### config.mk
export PLATFORM = sky130hd
export DESIGN_NAME = tiu_top
export DESIGN_NICKNAME = d
export VERILOG_FILES = /design/src/verilog/tiu_top.v /design/src/verilog/tiu_chan.v
export VERILOG_INCLUDE_DIRS = /design/src /design/src/verilog
export SDC_FILE = /design/constraint.sdc
export NUM_CORES = 1
export LEC_CHECK = 0
export BUFFER_PORTS_ARGS = -buffer_cell sky130_fd_sc_hd__buf_2
export CORE_ASPECT_RATIO = 0.75
export CORE_MARGIN = 5
export CORE_UTILIZATION = 60
export CTS_CLUSTER_SIZE = 25
export DETAILED_ROUTE_END_ITERATION = 10
export MAX_ROUTING_LAYER = met4
export PLACE_DENSITY = 0.8
export SLEW_MARGIN = 20
export SYNTH_ARGS = -nofsm -noshare
export SYNTH_HDL_FRONTEND = slang
export SYNTH_SLANG_ARGS = --single-unit
### constraint.sdc
create_clock -name clk_i -period 2.5 [get_ports clk_i]
set_input_delay 0.125 -clock clk_i [delete_from_list [all_inputs] [get_ports clk_i]]
set_output_delay 0.125 -clock clk_i [all_outputs]
set_load 0.02 [all_outputs]
### src/verilog/tiu_map.vh
// Register offsets, field positions and reset values of the timer block.
`ifndef TIU_MAP_VH
`define TIU_MAP_VH

////////////////////////////////////////////////////////////////////////////
// Word index of each register inside one timer window.
`define TIU_R_CTRL 3'h0
`define TIU_R_COUNT 3'h1
`define TIU_R_MOD 3'h2
`define TIU_R_C0CTL 3'h3
`define TIU_R_C0VAL 3'h4
`define TIU_R_C1CTL 3'h5
`define TIU_R_C1VAL 3'h6

// Address bit that must be zero for a mapped register; the bit above it selects timer 1 or timer 2.
`define TIU_A_TIMER 5

////////////////////////////////////////////////////////////////////////////
// Timer control register fields.
`define TIU_B_MODEN 0
`define TIU_B_OVFIE 1
`define TIU_B_OVFF 2
`define TIU_B_CRST 3

// Channel control register fields.
`define TIU_B_OCEN 0
`define TIU_B_TOV 1
`define TIU_B_CIE 2
`define TIU_B_CF 3
`define TIU_B_LINK 4

////////////////////////////////////////////////////////////////////////////
// Reset values and the free-running wrap value.
`define TIU_MOD_RST 16'hFFFF
`define TIU_CNT_MAX 16'hFFFF
`define TIU_VAL_RST 16'h0000

`endif

### src/verilog/tiu_top.v
// Two 16-bit timers with capture, compare, buffered compare and PWM.
`timescale 1ns/100ps
`include "tiu_map.vh"

// Functional notes
// RL1: 16-bit counter, free-running or modulo up-count.
// RL2: Modulo high and low bytes set wrap value.
// RL3: Counter readable anytime without disturbing it.
// RL4: Two channels each capture or compare.
// RL5: Two identical timers with own registers.
// RL6: Unbuffered compare uses current channel value.
// RL7: Unsynchronised rewrite may upset two periods.
// RL8: Compare flag raised on counter match.
// RL9: Overflow flag raised at each wrap.
// RL10: Software lowers value inside compare interrupt.
// RL11: Software raises value inside overflow interrupt.
// RL12: Larger value at compare may match twice.
// RL13: Link bit joins channels onto channel zero pin.
// RL14: After linking channel zero value controls first.
// RL15: Channel one write takes over at overflow.
// RL16: Each overflow selects last written channel.
// RL17: Linked channel one control unused, pin released.
// RL18: Software writes only the inactive linked channel.
// RL19: Toggle-on-overflow toggles pin at wrap.
// RL20: Pulse width is overflow to compare time.
// RL21: Modulo wrap to zero after match is overflow.
// RL22: Enables for toggle, compare and overflow interrupts.
module tiu_top (
    input wire clk_i,
    input wire rst_i,
    input wire wb_cyc_i,
    input wire wb_stb_i,
    input wire wb_we_i,
    input wire [6:2] wb_adr_i,
    input wire [3:0] wb_sel_i,
    input wire [31:0] wb_dat_i,
    output reg [31:0] wb_dat_o,
    output reg wb_ack_o,
    input wire [3:0] ch_pin_i,
    output wire [3:0] ch_pin_o,
    output reg [3:0] ch_oe_o,
    output reg [1:0] ovf_irq_o,
    output reg [3:0] cmp_irq_o
);

    ////////////////////////////////////////////////////////////////////////
    // Per-timer state, index is the timer number minus one.
    reg [15:0] cnt [0:1];
    reg [15:0] modulo [0:1];
    reg [1:0] tmod_en;
    reg [1:0] tovf_ie;
    reg [1:0] tovf_flag;
    reg [1:0] act_sel;
    reg [1:0] last_wr;

    // Per-channel state, index is timer times two plus channel.
    reg [15:0] ch_val [0:3];
    reg [3:0] ch_oc_en;
    reg [3:0] ch_tov;
    reg [3:0] ch_ie;
    reg [3:0] ch_link;

    wire [3:0] ch_flag;
    wire [3:0] ch_cap;
    reg [3:0] ch_match;
    reg [3:0] ch_oc_eff;
    reg [3:0] ch_tov_eff;
    reg [3:0] ch_fclr;
    reg [1:0] ovf;
    reg [15:0] cmp_val;

    ////////////////////////////////////////////////////////////////////////
    // Bus decode.
    wire wb_req;
    wire wb_wr;
    wire tsel;
    wire [2:0] ridx;
    reg [31:0] rdata;

    assign wb_req = wb_cyc_i & wb_stb_i & ~wb_ack_o;
    assign wb_wr = wb_req & wb_we_i & ~wb_adr_i[`TIU_A_TIMER];
    assign tsel = wb_adr_i[`TIU_A_TIMER + 1]; // RL5
    assign ridx = wb_adr_i[4:2];

    ////////////////////////////////////////////////////////////////////////
    // Overflow and match detection.
    integer i;
    integer k;

    always @* begin
        ovf = 2'b00;
        ch_match = 4'h0;
        ch_oc_eff = 4'h0;
        ch_tov_eff = 4'h0;
        cmp_val = 16'h0000;
        for (i = 0; i < 2; i = i + 1) begin
            if (tmod_en[i]) begin
                ovf[i] = (cnt[i] == modulo[i]); // RL21
            end else begin
                ovf[i] = (cnt[i] == `TIU_CNT_MAX); // RL1
            end
        end
        for (k = 0; k < 4; k = k + 1) begin
            if (k % 2 == 0 && ch_link[k]) begin
                // Linked pair compares the active register set.
                if (act_sel[k / 2]) begin
                    cmp_val = ch_val[k + 1]; // RL16
                end else begin
                    cmp_val = ch_val[k]; // RL14
                end
                ch_oc_eff[k] = 1'b1; // RL13
                ch_tov_eff[k] = ch_tov[k];
            end else if (k % 2 == 1 && ch_link[k - 1]) begin
                cmp_val = ch_val[k];
                ch_oc_eff[k] = 1'b0; // RL17
                ch_tov_eff[k] = 1'b0;
            end else begin
                cmp_val = ch_val[k]; // RL6
                ch_oc_eff[k] = ch_oc_en[k];
                ch_tov_eff[k] = ch_tov[k];
            end
            ch_match[k] = ch_oc_eff[k] & (cnt[k / 2] == cmp_val);
        end
    end

    ////////////////////////////////////////////////////////////////////////
    // Flag clears by writing one to the flag bit of a channel control.
    always @* begin
        ch_fclr = 4'h0;
        if (wb_wr && wb_sel_i[0]) begin
            if (ridx == `TIU_R_C0CTL) begin
                ch_fclr[{tsel, 1'b0}] = wb_dat_i[`TIU_B_CF];
            end
            if (ridx == `TIU_R_C1CTL) begin
                ch_fclr[{tsel, 1'b1}] = wb_dat_i[`TIU_B_CF];
            end
        end
    end

    ////////////////////////////////////////////////////////////////////////
    // Channels.
    wire [3:0] cap_pin;

    // A linked channel one leaves its pin to general use.
    assign cap_pin = ch_pin_i & ~{ch_link[2], 1'b0, ch_link[0], 1'b0}; // RL17

    genvar g;
    generate
        for (g = 0; g < 4; g = g + 1) begin : gch
            tiu_chan u_chan (
                .clk_i(clk_i),
                .rst_i(rst_i),
                .oc_en_i(ch_oc_eff[g]),
                .tov_i(ch_tov_eff[g]),
                .ovf_i(ovf[g / 2]),
                .match_i(ch_match[g]),
                .flag_clr_i(ch_fclr[g]),
                .pin_i(cap_pin[g]),
                .cap_o(ch_cap[g]),
                .flag_o(ch_flag[g]),
                .pin_o(ch_pin_o[g])
            );
        end
    endgenerate

    ////////////////////////////////////////////////////////////////////////
    // Counters, timer control and buffered compare selection.
    integer t;

    always @(posedge clk_i) begin
        if (rst_i) begin
            for (t = 0; t < 2; t = t + 1) begin
                cnt[t] <= 16'h0000;
                modulo[t] <= `TIU_MOD_RST;
            end
            tmod_en <= 2'b00;
            tovf_ie <= 2'b00;
            tovf_flag <= 2'b00;
            act_sel <= 2'b00;
            last_wr <= 2'b00;
        end else begin
            for (t = 0; t < 2; t = t + 1) begin
                // Reads never touch the counter.
                if (ovf[t]) begin
                    cnt[t] <= 16'h0000; // RL21
                end else begin
                    cnt[t] <= cnt[t] + 16'h0001; // RL1 RL3
                end
                if (ovf[t]) begin
                    tovf_flag[t] <= 1'b1; // RL9
                    act_sel[t] <= last_wr[t]; // RL15 RL16
                end
                if (wb_wr && tsel == t[0]) begin
                    if (ridx == `TIU_R_CTRL && wb_sel_i[0]) begin
                        tmod_en[t] <= wb_dat_i[`TIU_B_MODEN]; // RL1
                        tovf_ie[t] <= wb_dat_i[`TIU_B_OVFIE]; // RL22
                        if (wb_dat_i[`TIU_B_OVFF] && !ovf[t]) begin
                            tovf_flag[t] <= 1'b0;
                        end
                        if (wb_dat_i[`TIU_B_CRST]) begin
                            cnt[t] <= 16'h0000;
                        end
                    end
                    if (ridx == `TIU_R_MOD) begin
                        if (wb_sel_i[1]) begin
                            modulo[t][15:8] <= wb_dat_i[15:8]; // RL2
                        end
                        if (wb_sel_i[0]) begin
                            modulo[t][7:0] <= wb_dat_i[7:0]; // RL2
                        end
                    end
                    if (ridx == `TIU_R_C0CTL && wb_sel_i[0]) begin
                        if (wb_dat_i[`TIU_B_LINK] && !ch_link[2 * t]) begin
                            act_sel[t] <= 1'b0; // RL14
                            last_wr[t] <= 1'b0;
                        end
                    end
                    if (ch_link[2 * t] && |wb_sel_i[1:0]) begin
                        if (ridx == `TIU_R_C0VAL) begin
                            last_wr[t] <= 1'b0; // RL16
                        end
                        if (ridx == `TIU_R_C1VAL) begin
                            last_wr[t] <= 1'b1; // RL15
                        end
                    end
                end
            end
        end
    end

    ////////////////////////////////////////////////////////////////////////
    // Channel control and value registers.
    integer j;

    always @(posedge clk_i) begin
        if (rst_i) begin
            for (j = 0; j < 4; j = j + 1) begin
                ch_val[j] <= `TIU_VAL_RST;
            end
            ch_oc_en <= 4'h0;
            ch_tov <= 4'h0;
            ch_ie <= 4'h0;
            ch_link <= 4'h0;
        end else begin
            for (j = 0; j < 4; j = j + 1) begin
                if (wb_wr && tsel == j[1] && wb_sel_i[0]) begin
                    if ((j % 2 == 0 && ridx == `TIU_R_C0CTL) ||
                        (j % 2 == 1 && ridx == `TIU_R_C1CTL)) begin
                        ch_oc_en[j] <= wb_dat_i[`TIU_B_OCEN]; // RL4
                        ch_tov[j] <= wb_dat_i[`TIU_B_TOV]; // RL22
                        ch_ie[j] <= wb_dat_i[`TIU_B_CIE]; // RL22
                        if (j % 2 == 0) begin
                            ch_link[j] <= wb_dat_i[`TIU_B_LINK]; // RL13
                        end
                    end
                end
                if (wb_wr && tsel == j[1]) begin
                    if ((j % 2 == 0 && ridx == `TIU_R_C0VAL) ||
                        (j % 2 == 1 && ridx == `TIU_R_C1VAL)) begin
                        if (wb_sel_i[1]) begin
                            ch_val[j][15:8] <= wb_dat_i[15:8]; // RL6 RL7
                        end
                        if (wb_sel_i[0]) begin
                            ch_val[j][7:0] <= wb_dat_i[7:0]; // RL6 RL7
                        end
                    end
                end
                // A capture wins over a software write.
                if (ch_cap[j]) begin
                    ch_val[j] <= cnt[j / 2];
                end
            end
        end
    end

    ////////////////////////////////////////////////////////////////////////
    // Pin enables and interrupt requests.
    always @(posedge clk_i) begin
        if (rst_i) begin
            ch_oe_o <= 4'h0;
            ovf_irq_o <= 2'b00;
            cmp_irq_o <= 4'h0;
        end else begin
            ch_oe_o <= ch_oc_eff; // RL17
            ovf_irq_o <= tovf_flag & tovf_ie; // RL9
            cmp_irq_o <= ch_flag & ch_ie; // RL8
        end
    end

    ////////////////////////////////////////////////////////////////////////
    // Read multiplexer.
    always @* begin
        rdata = 32'h00000000;
        case (ridx)
            `TIU_R_CTRL: begin
                rdata[`TIU_B_MODEN] = tmod_en[tsel];
                rdata[`TIU_B_OVFIE] = tovf_ie[tsel];
                rdata[`TIU_B_OVFF] = tovf_flag[tsel];
            end
            `TIU_R_COUNT: begin
                rdata[15:0] = cnt[tsel]; // RL3
            end
            `TIU_R_MOD: begin
                rdata[15:0] = modulo[tsel];
            end
            `TIU_R_C0CTL: begin
                rdata[`TIU_B_OCEN] = ch_oc_en[{tsel, 1'b0}];
                rdata[`TIU_B_TOV] = ch_tov[{tsel, 1'b0}];
                rdata[`TIU_B_CIE] = ch_ie[{tsel, 1'b0}];
                rdata[`TIU_B_CF] = ch_flag[{tsel, 1'b0}];
                rdata[`TIU_B_LINK] = ch_link[{tsel, 1'b0}];
            end
            `TIU_R_C0VAL: begin
                rdata[15:0] = ch_val[{tsel, 1'b0}];
            end
            `TIU_R_C1CTL: begin
                rdata[`TIU_B_OCEN] = ch_oc_en[{tsel, 1'b1}];
                rdata[`TIU_B_TOV] = ch_tov[{tsel, 1'b1}];
                rdata[`TIU_B_CIE] = ch_ie[{tsel, 1'b1}];
                rdata[`TIU_B_CF] = ch_flag[{tsel, 1'b1}];
            end
            `TIU_R_C1VAL: begin
                rdata[15:0] = ch_val[{tsel, 1'b1}];
            end
            default: begin
                rdata = 32'h00000000;
            end
        endcase
        if (wb_adr_i[`TIU_A_TIMER]) begin
            rdata = 32'h00000000;
        end
    end

    ////////////////////////////////////////////////////////////////////////
    // Bus answer: one wait state, ack for one cycle.
    always @(posedge clk_i) begin
        if (rst_i) begin
            wb_ack_o <= 1'b0;
            wb_dat_o <= 32'h00000000;
        end else begin
            wb_ack_o <= wb_req;
            if (wb_req && !wb_we_i) begin
                wb_dat_o <= rdata;
            end
        end
    end

endmodule

### src/verilog/tiu_chan.v
// One capture or compare channel with its pin logic and event flag.
`timescale 1ns/100ps

module tiu_chan (
    input wire clk_i,
    input wire rst_i,
    input wire oc_en_i,
    input wire tov_i,
    input wire ovf_i,
    input wire match_i,
    input wire flag_clr_i,
    input wire pin_i,
    output wire cap_o,
    output reg flag_o,
    output reg pin_o
);

    reg pin_prev;
    wire evt;
    wire tgl;

    ////////////////////////////////////////////////////////////////////////
    // Rising edge on the pin captures while the channel is in capture mode.
    assign cap_o = ~oc_en_i & pin_i & ~pin_prev; // RL4
    assign evt = oc_en_i ? match_i : cap_o;
    // Compare toggles the pin, as does the overflow when enabled; a match and an enabled overflow in the same cycle cancel.
    assign tgl = match_i ^ (tov_i & ovf_i); // RL19 RL20

    always @(posedge clk_i) begin
        if (rst_i) begin
            pin_prev <= 1'b0;
            flag_o <= 1'b0;
            pin_o <= 1'b0;
        end else begin
            pin_prev <= pin_i;
            // A new event wins over a clear in the same cycle.
            flag_o <= evt | (flag_o & ~flag_clr_i); // RL8
            if (!oc_en_i) begin
                pin_o <= 1'b0;
            end else if (tgl) begin
                pin_o <= ~pin_o; // RL6 RL12
            end
        end
    end

endmodule

Word-level counts from Yosys, hierarchy flattened

Memory sizes are Yosys's and may differ from the RTL's.
Cells that the tools add are included.

$add $sub $neg: 2
$mul: 0
Div/mod/pow operators: 0
Order comparisons: 5
Equality and inequality tests: 14
Shift-type cells: 0
Multiplexer cells: 184
Bitwise gates (word level): 82
Reductions and logical operators: 33

Operators with widths:

| operator                | count |
|---|---|
| $mux W16                | 11 |
| $mux W8                 | 20 |
| $mux W1                 | 142 |
| $eq A16 B16 Y1          | 6 |
| $pmux W11 S4            | 1 |
| $add A16 B1 Y16 const B | 2 |
| $eq A16 B16 Y1 const B  | 2 |
| $or A1 B1 Y1            | 30 |
| $and A1 B1 Y1           | 24 |
| $pmux W3 S7             | 1 |
| $not A1 Y1              | 19 |
| $logic_and A1 B1 Y1     | 16 |
| $mux W4                 | 4 |
| $reduce_and A2 Y1       | 6 |
| $reduce_or A2 Y1        | 5 |
| $eq A3 B3 Y1 const B    | 3 |
| $and A4 B4 Y4           | 2 |
| $eq A3 B2 Y1 const B    | 2 |
| $lt A2 B3 Y1 const B    | 2 |
| $pmux W1 S6             | 1 |
| $logic_not A1 Y1        | 5 |
| $pmux W1 S5             | 1 |
| $and A4 B3 Y4           | 1 |
| $bwmux W4               | 1 |
| other kinds (8)         | 13 |

Register bits after elaboration: 79
Latch bits: 0
RAM bits: 128
Bits in read-only memories: 0
Input bits: 50
Output and inout port bits: 47
Word-level logic and storage cells: 362
Memories: 3

Memory list:

| memory | words | bits a word | read ports | clocked after Yosys merged registers in | write ports | line         | text |
|---|---|---|---|---|---|---|---|
| ch_val | 4     | 16          | 6          | 0                                       | 4           | tiu_top.v:57 | `reg [15:0] ch_val [0:3];` |
| cnt    | 2     | 16          | 3          | 0                                       | 2           | tiu_top.v:48 | `reg [15:0] cnt [0:1];` |
| modulo | 2     | 16          | 3          | 0                                       | 2           | tiu_top.v:49 | `reg [15:0] modulo [0:1];` |

Longest topological paths before layout

Gate-level depths: netlist of the first run.

Depth after elaboration: 13
Depth in mapped cells: 9
Gate-level depth less buffers: 7

Modules after synthesis

Synthesis of the first run repeated with hierarchy kept, for this count alone.

Cell total of the unflattened synthesis: 1223
Area total of the unflattened synthesis: 11582.4 sq um

Modules (own cells, without submodules):

| module   | instances | cells each | area each (sq um) | sequential area each (sq um) |
|---|---|---|---|---|
| tiu_top  | 1         | 1175       | 11096.9           | 4864.7 |
| tiu_chan | 4         | 12         | 121.4             | 60.1 |

Least setup slack after synthesis of the first run

OpenSTA, ideal clock, no wires.

Kind: register -> register
Start: reg wb_ack_o
End: mem ch_val[3][0] (enable)
Setup time: 384 ps
Data arrival time: 1903 ps
Required time: 2116 ps
Setup slack: 213 ps
Stages on the path, launching flop included: 6
Buffers on the path: 1
Period minus slack after synthesis: 2287 ps
Cells stage by stage: dfxtp_1 nand4b_1 nor3_2 nand2_1 clkbuf_1 o21ai_0

RTL lines:

| item                   | line          | text |
|---|---|---|
| from (decl)            | tiu_top.v:38  | `output reg wb_ack_o,` |
| from (signal assigned) | tiu_top.v:341 | `wb_ack_o <= wb_req;` |
| to (decl)              | tiu_top.v:57  |  |

==> metrics.json, run 1 <==
{
  "outcome": {
    "run_status": "completed"
  },
  "global_route": {
    "grt_start_max_net_pins": 44,
    "global_route.overflow_total": 0,
    "grt_pass1_wl_um": 54540,
    "via_count_of_the_first_global_routing_pass": 9084,
    "grt_usage": 0.3458,
    "initial_antenna_violation_count": 0
  },
  "synthesis": {
    "yosysTopAreaCellShare": 0.3413,
    "synth-seq-area-share": 0.4532,
    "post_synth_instance_area_um2": 11260,
    "ys_dominant_reg_cell": "sky130_fd_sc_hd__edfxtp_1",
    "synth_async_sr_flop_share": 0,
    "ys.warnings.count": 0,
    "synth_cell_type_count": 66,
    "netlist_instances": 1159,
    "synth.avg_cell_area_um2": 9.718,
    "ys_seq_elements": 191,
    "synth_top_cell_by_area": "sky130_fd_sc_hd__edfxtp_1",
    "synth_area_leaders": "sky130_fd_sc_hd__edfxtp_1 (34%), sky130_fd_sc_hd__dfxtp_1 (11%), sky130_fd_sc_hd__xor2_1 (5.7%), sky130_fd_sc_hd__nand2_1 (5.4%), sky130_fd_sc_hd__mux2i_1 (4.6%)",
    "edff_count_synth": 128
  },
  "routing": {
    "vias_per_cell": 6.564,
    "drt_pass1_iterations": 6,
    "detail_route.iter0.violations": 1923,
    "antenna_violating_nets_left": 0,
    "routed_wl_um": 37060,
    "wl_per_cell_um": 24.21,
    "detail_route.drc_violations": 0,
    "vias": 10049
  },
  "setup_path": {
    "cp.depth": 10,
    "worstRegToRegCells": 10,
    "timing.critical_path.required_ns": 2.70,
    "r2r-start": "cnt[1][15]",
    "worst_case_register_to_register_setup_slack_ns": 0.09,
    "worst_path_most_repeated_cell": "sky130_fd_sc_hd__buf_4",
    "setup.worst_path.end_class": "flop",
    "crit_buf_inv": 3,
    "timing.critical_path.slowest_cell_delay_ns": 0.49,
    "startpoint_type": "flop",
    "path_max_fanout": 15,
    "criticalPathCategory": "flop to flop",
    "path_delay_family": "compound AO/OA/AOI/OAI gates",
    "crit_slowest_cell": "sky130_fd_sc_hd__edfxtp_1",
    "worstReg2RegEnd": "cnt[1][5]",
    "setup.worst_path.start": "cnt[1][15]",
    "critical_path_cell_sequence": "buf_4 -> xor2_1 -> o31ai_1 -> a32oi_1 -> a2111oi_2 -> buf_4 -> nand2_1 -> nand2_2 -> buf_12 -> nor2_1",
    "critical_path_arrival_ns": 2.61,
    "crit_end": "cnt[1][5]"
  },
  "die": {
    "die_x_um": 168.2,
    "die_height_um": 128.7,
    "pin_count": 97,
    "core_region_area_um2": 18450,
    "die_outline_area_um2": 21640,
    "starting_utilization_of_the_core_area": 0.6103,
    "rows": 43
  },
  "cts": {
    "tritoncts_clock_tree": "yes",
    "clk_pin_slew_worst_paths_ns": 0.08,
    "clock-root-buffer": "sky130_fd_sc_hd__clkbuf_16",
    "clock_path_buffers": 2,
    "clkSinkCount": 191,
    "cts-buffers-inserted": 17,
    "htree_levels": 4,
    "clock_latency_ns": 0.45
  },
  "layout": {
    "area.sequential_um2": 5109,
    "areaGrowthSynthToFinish_pct": 13.99,
    "finish.utilization": 0.6957,
    "num_antenna_cells": 0,
    "nNetsFinal": 1323,
    "drive_gt1_frac": 0.1729,
    "multiInputGateArea_um2": 5743,
    "n_fill_cell": 1412
  },
  "hold_path": {
    "hp-class": "input pin to flop"
  },
  "pwr": {
    "power_per_cell_area_nw_per_um2": 584.1,
    "static_leakage_nw": 4.939,
    "power.ir.vdd_worst_v": 0.0004883
  },
  "sta": {
    "drv_slew": 0,
    "timing.slew.headroom": 0.3921,
    "setup_viol": 0,
    "report.final.hold_viol_count": 0,
    "final_worst_clock_skew_ns": 0.01508,
    "hold_ws_ns": 0.03869,
    "post-route-period-util": 0.9628,
    "timing_worst_slew_pin_value_ns": 0.9118,
    "max_clock_freq_mhz": 415.4,
    "crit_path_time_final_ns": 2.407
  },
  "placed_design": {
    "globalplace.congestion": 1.053,
    "io_buffers": 62,
    "detailed_place_hpwl_um": 27450
  },
  "flow_run": {
    "max-cap-violations": 0
  }
}
## cells in the mapped netlist (3+ instances only)
cell                        number
sky130_fd_sc_hd__nor2_1        113
sky130_fd_sc_hd__nor3_2          3
sky130_fd_sc_hd__mux2_2          3
sky130_fd_sc_hd__edfxtp_1      128
sky130_fd_sc_hd__a22o_1         24
sky130_fd_sc_hd__and3_1          7
sky130_fd_sc_hd__a2111oi_2       3
sky130_fd_sc_hd__o22ai_1        14
sky130_fd_sc_hd__o21ai_0        21
sky130_fd_sc_hd__dfxtp_1        63
sky130_fd_sc_hd__o21a_1          8
sky130_fd_sc_hd__nor3_1         17
sky130_fd_sc_hd__a221oi_1        8
sky130_fd_sc_hd__o221ai_1       10
sky130_fd_sc_hd__nand4bb_1       6
sky130_fd_sc_hd__buf_6           3
sky130_fd_sc_hd__mux4_2         11
sky130_fd_sc_hd__buf_1           4
sky130_fd_sc_hd__mux2i_1        52
sky130_fd_sc_hd__nor4_1          8
sky130_fd_sc_hd__a32oi_1         6
sky130_fd_sc_hd__xor2_1         73
sky130_fd_sc_hd__nand4_1         6
sky130_fd_sc_hd__buf_4          26
sky130_fd_sc_hd__or2_2           3
sky130_fd_sc_hd__nand3b_1        5
sky130_fd_sc_hd__inv_1           6
sky130_fd_sc_hd__xnor2_1        39
sky130_fd_sc_hd__or3_1          23
sky130_fd_sc_hd__nor2b_1         8
sky130_fd_sc_hd__nor4b_1         4
sky130_fd_sc_hd__and2_1          5
sky130_fd_sc_hd__o21bai_1        4
sky130_fd_sc_hd__o32ai_1         4
sky130_fd_sc_hd__buf_2          35
sky130_fd_sc_hd__a22oi_1        35
sky130_fd_sc_hd__nand4b_1       11
sky130_fd_sc_hd__nand3_1        35
sky130_fd_sc_hd__nand2_1       161
sky130_fd_sc_hd__o31ai_1         7
sky130_fd_sc_hd__a21oi_1        75
sky130_fd_sc_hd__or3b_1          4
sky130_fd_sc_hd__nand2b_1        7
sky130_fd_sc_hd__clkbuf_1       42
## placed cells by master, fill, tap and decap left out, drive strengths merged, types with 8 or more instances in the layout
cell | Yosys | final
xor2 | 73 | 73
edfxtp | 128 | 128
nor2b | 9 | 9
conb | 2 | 48
nor4 | 9 | 9
o22ai | 14 | 14
dfxtp | 63 | 63
xnor2 | 39 | 39
a22o | 24 | 24
nor2 | 113 | 113
o21ai | 21 | 21
nand3 | 35 | 35
a21oi | 75 | 75
nor3 | 20 | 20
or3 | 23 | 23
o21a | 8 | 8
a22oi | 35 | 35
nand2 | 163 | 163
a221oi | 8 | 8
clkbuf | 42 | 17
o221ai | 10 | 10
nand4b | 11 | 11
mux4 | 11 | 11
mux2i | 52 | 52
inv | 7 | 18
buf | 68 | 151
## stage by stage
| step | std cells | worst slack, ns | TNS (ns) | total power, mW | cell area [um2] |
|---|---|---|---|---|---|
| after floorplan | 1205 | 0.2131 | 0 | 4.323 | 11440 |
| final | 1531 | 0.09296 | 0 | 7.499 | 12840 |
| after CTS | 1527 | 0.1283 | 0 | 7.419 | 12800 |
| after detailed placement | 1489 | -0.02198 | -0.04507 | 4.694 | 12150 |
| after global routing | 1531 | -0.005638 | -0.005638 | 7.666 | 12840 |
| after global placement | 1489 | 0.07486 | 0 | 4.671 | 12150 |
## kinds of logic after synthesis
kind of cell,after synthesis,share of synthesized area
AND/OR/NAND/NOR,438,0.1895
buffers and inverters,117,0.05354
flip-flops,191,0.4532
XOR/XNOR,114,0.09109
multiplexers,66,0.07121
AO/OA/AOI/OAI,229,0.1385
adder cells (fa/ha/maj),2,0.002221
other,2,0.0006668
## cell type report
cell class              count  area share
flip-flops and latches    191      0.3979
clock inverters            15     0.01267
well taps                 247     0.02407
multi-input cells         897      0.4473
inverters                   7    0.002047
clock buffers              17     0.03314
repair buffers            157     0.08284
## sequential cells by signal (all words and copies together) (netlist names), 16 cells and up
signal,count
modulo,32
cnt,32
ch_val,64
wb_dat_o,16
## worst register-to-register path: stages (launching register included)
cell and delay [ns]:
sky130_fd_sc_hd__edfxtp_1 0.49, sky130_fd_sc_hd__buf_4 0.20, sky130_fd_sc_hd__xor2_1 0.16, sky130_fd_sc_hd__o31ai_1 0.26, sky130_fd_sc_hd__a32oi_1 0.13, sky130_fd_sc_hd__a2111oi_2 0.25, sky130_fd_sc_hd__buf_4 0.22, sky130_fd_sc_hd__nand2_1 0.14
sky130_fd_sc_hd__nand2_2 0.11, sky130_fd_sc_hd__buf_12 0.14, sky130_fd_sc_hd__nor2_1 0.06
## layer usage
layer	wire length, um	global-route usage	vias up
li1	-	-	4362
met1	14220	0.4806	4708
met2	15570	0.4868	858
met3	6029	0.1029	121
met4	1236	0.1155	0
met5	0	-	-
## where the power goes
group / switching (mW) / total, mW / leakage, nW / internal [mW]
clock: 1.44 / 2.80 / 0.288 / 1.36
sequential: 0.156 / 3.67 / 1.77 / 3.51
combinational: 0.648 / 1.03 / 2.88 / 0.381
total: 2.25 / 7.50 / 4.94 / 5.25
## what timing repair did
| item | 4_1_cts | 5_1_grt |
|---|---|---|
| gates resized for setup | 1 | 2 |
| hold buffers | 6 | 0 |
| buffers inserted | 0 | 4 |
| cloned | 0 | 0 |
| setup endpoints to repair | 13 | 4 |
| endpoints found under the hold margin | 5 | 0 |
## how the worst min path moves through the flow
stage	startpoint	to	slack, ns	cells past startpoint
6_report	rst_i	wb_dat_o[10]	0.04	2
5_1_grt	rst_i	wb_dat_o[11]	0.03	2
4_1_cts	rst_i	wb_dat_o[10]	0.02	2
3_5_place_dp	ch_pin_i[2]	gch[2].u_chan.pin_prev	0.38	2
3_3_place_gp	ch_pin_i[1]	gch[1].u_chan.pin_prev	0.36	3
2_1_floorplan	ch_pin_i[1]	gch[1].u_chan.pin_prev	0.25	2
(Power assumes the default switching activity.)
==> inputs of run 2 (changes only) <==
--- a/config.mk
+++ b/config.mk
@@ -7,13 +7,16 @@
 export NUM_CORES = 1
 export LEC_CHECK = 0
 export BUFFER_PORTS_ARGS = -buffer_cell sky130_fd_sc_hd__buf_2
+export CAP_MARGIN = 20
+export CELL_PAD_IN_SITES_DETAIL_PLACEMENT = 1
+export CELL_PAD_IN_SITES_GLOBAL_PLACEMENT = 1
 export CORE_ASPECT_RATIO = 0.75
 export CORE_MARGIN = 5
-export CORE_UTILIZATION = 60
+export CORE_UTILIZATION = 47
 export CTS_CLUSTER_SIZE = 25
 export DETAILED_ROUTE_END_ITERATION = 10
 export MAX_ROUTING_LAYER = met4
-export PLACE_DENSITY = 0.8
+export PLACE_DENSITY_LB_ADDON = 0.1
 export SLEW_MARGIN = 20
 export SYNTH_ARGS = -nofsm -noshare
 export SYNTH_HDL_FRONTEND = slang
==> metrics.json, run 2 (same netlist as run 1, synthesis figures left out) <==
{
  "layout": {
    "nNetsFinal": 1337,
    "layout_commonest_cell": "sky130_fd_sc_hd__nand2_1",
    "instances_no_fill": 1604,
    "layout_common_cells": "sky130_fd_sc_hd__nand2_1 (161), sky130_fd_sc_hd__edfxtp_1 (128), sky130_fd_sc_hd__nor2_1 (113)",
    "areaGrowthSynthToFinish_pct": 15.55,
    "num_antenna_cells": 0,
    "registers.top_by_ff_count": "ch_val",
    "drive_gt1_frac": 0.1795,
    "largest_register_ffs": 64,
    "top_registers": "ch_val: 64 flops, cnt: 32 flops, modulo: 32 flops",
    "finish.utilization": 0.5471
  },
  "sta": {
    "post_route_worst_setup_slack_ns": 0.09318,
    "rsz_0062_raised_after_global_routing": "no",
    "setup_viol": 0,
    "crit_path_time_final_ns": 2.407,
    "timing_worst_slew_pin_value_ns": 1.064,
    "timing.slew.headroom": 0.2908,
    "report.final.hold_viol_count": 0,
    "drv_slew": 0,
    "final_worst_clock_skew_ns": 0.009829,
    "max_clock_freq_mhz": 415.5,
    "post-route-period-util": 0.9627
  },
  "die": {
    "die_x_um": 188.8,
    "starting_utilization_of_the_core_area": 0.4735,
    "core_region_area_um2": 23790,
    "die_height_um": 144.1,
    "pin_count": 97,
    "rows": 49,
    "die_outline_area_um2": 27190
  },
  "global_route": {
    "grt_pass1_wl_um": 62980,
    "global_route.overflow_total": 0,
    "grt_start_max_net_pins": 69,
    "grt_usage": 0.3213,
    "initial_antenna_violation_count": 0,
    "via_count_of_the_first_global_routing_pass": 9871
  },
  "cts": {
    "clock-root-buffer": "sky130_fd_sc_hd__clkbuf_16",
    "cts-buffers-inserted": 17,
    "tritoncts_clock_tree": "yes",
    "clock_latency_ns": 0.46,
    "htree_levels": 4,
    "clkSinkCount": 191,
    "clock_path_buffers": 2,
    "clk_pin_slew_worst_paths_ns": 0.08
  },
  "setup_path": {
    "critical_path_arrival_ns": 2.62,
    "path_max_fanout": 8,
    "timing.critical_path.required_ns": 2.71,
    "crit_slowest_cell": "sky130_fd_sc_hd__edfxtp_1",
    "timing.critical_path.slowest_cell_delay_ns": 0.55,
    "startpoint_type": "flop",
    "critical_path_cell_sequence": "xor2_1 -> o31ai_1 -> a32oi_1 -> a2111oi_2 -> nand2_1 -> buf_4 -> and3_1",
    "criticalPathCategory": "flop to flop",
    "worst_case_register_to_register_setup_slack_ns": 0.09,
    "setup.worst_path.end_class": "flop",
    "crit_buf_inv": 1,
    "path_delay_family": "compound AO/OA/AOI/OAI gates"
  },
  "routing": {
    "detail_route.drc_violations": 0,
    "routed_wl_um": 42420,
    "drt_pass1_iterations": 5,
    "detail_route.iter0.violations": 1314,
    "wl_per_cell_um": 26.45,
    "vias_per_cell": 6.243,
    "antenna_violating_nets_left": 0,
    "vias": 10013
  },
  "hold_path": {
    "hp-class": "input pin to flop"
  },
  "placed_design": {
    "number_of_placed_cells_counting_well_taps": 1560,
    "globalplace.congestion": 0.9524,
    "dp_worst_setup_slack_ns": -0.01879,
    "detailed_place_hpwl_um": 32570,
    "io_buffers": 62
  },
  "outcome": {
    "run_status": "completed"
  },
  "pwr": {
    "power_mw": 7.463,
    "static_leakage_nw": 5.001,
    "power.ir.vdd_worst_v": 0.0004800,
    "power_per_cell_area_nw_per_um2": 573.4
  },
  "flow_run": {
    "max-cap-violations": 0
  }
}
## run 2: cell count changes in the layout (fill, tap and decap cells not counted), moves of 2 or more
cell and change:
sky130_fd_sc_hd__inv_8 -3, sky130_fd_sc_hd__buf_4 +11, sky130_fd_sc_hd__inv_12 -2, sky130_fd_sc_hd__inv_4 +2, sky130_fd_sc_hd__dlygate4sd3_1 +2
## run 2: path summary, 6_finish.rpt
| kind | startpoint | end | cells past startpoint |
|---|---|---|---|
| max reg2reg | cnt[1][8] | cnt[1][1] | 7 |
| max | cnt[1][8] | cnt[1][1] | 7 |
| min | wb_dat_i[11] | ch_val[0][11] | 2 |
| min reg2reg | ch_ie[1] | cmp_irq_o[1] | 2 |
## run 2: where the power goes
part | total, mW | switching, mW | internal (mW)
combinational | 1.06 | 0.667 | 0.394
clock | 2.72 | 1.40 | 1.32
sequential | 3.69 | 0.173 | 3.51
## run 2: metrics by stage
| step | hold slack (ns) | instance area, um2 | TNS [ns] |
|---|---|---|---|
| after detailed placement | 0.3699 | 12320 | -0.06460 |
| after global routing | 0.07919 | 13020 | 0 |
| final | 0.06584 | 13020 | 0 |
| after global placement | 0.3612 | 12320 | 0 |
| after CTS | 0.05508 | 12970 | 0 |
| after floorplan | 0.2466 | 11440 | 0 |
## run 2: timing repair
| action | CTS | global route |
|---|---|---|
| gates resized for setup | 0 | 5 |
| hold endpoints to repair | 7 | 0 |
| setup buffers | 1 | 3 |
| hold buffers | 8 | 0 |
| setup endpoints to repair | 15 | 38 |
## run 2: final cells by class
cell class | count | area [um2]
tap | 306 | 382.9
multi-input combinational | 897 | 5754
fill | 2699 | 10770
inverter | 7 | 26.28
clock buffer | 18 | 429.2
clock inverter | 14 | 130.1
timing repair buffer | 171 | 1186
sequential | 191 | 5106
## run 2: worst register-to-register path: cells and delay by family (launching register included)
family | cells | cell delay, ns
AOI/OAI and AO/OA | 3 | 0.85
xor gates and xnor gates | 1 | 0.23
buffers and inverters | 1 | 0.20
DFF | 1 | 0.55
and+or+nand+nor | 2 | 0.35
## run 2: metal layers
| metal | vias up | track usage | routed length, um |
|---|---|---|---|
| met5 | - | - | 0 |
| met4 | 0 | 0.08547 | 1083 |
| met3 | 77 | 0.06347 | 4008 |
| met2 | 528 | 0.4801 | 18550 |
| met1 | 5008 | 0.4518 | 18780 |
| li1 | 4400 | - | - |
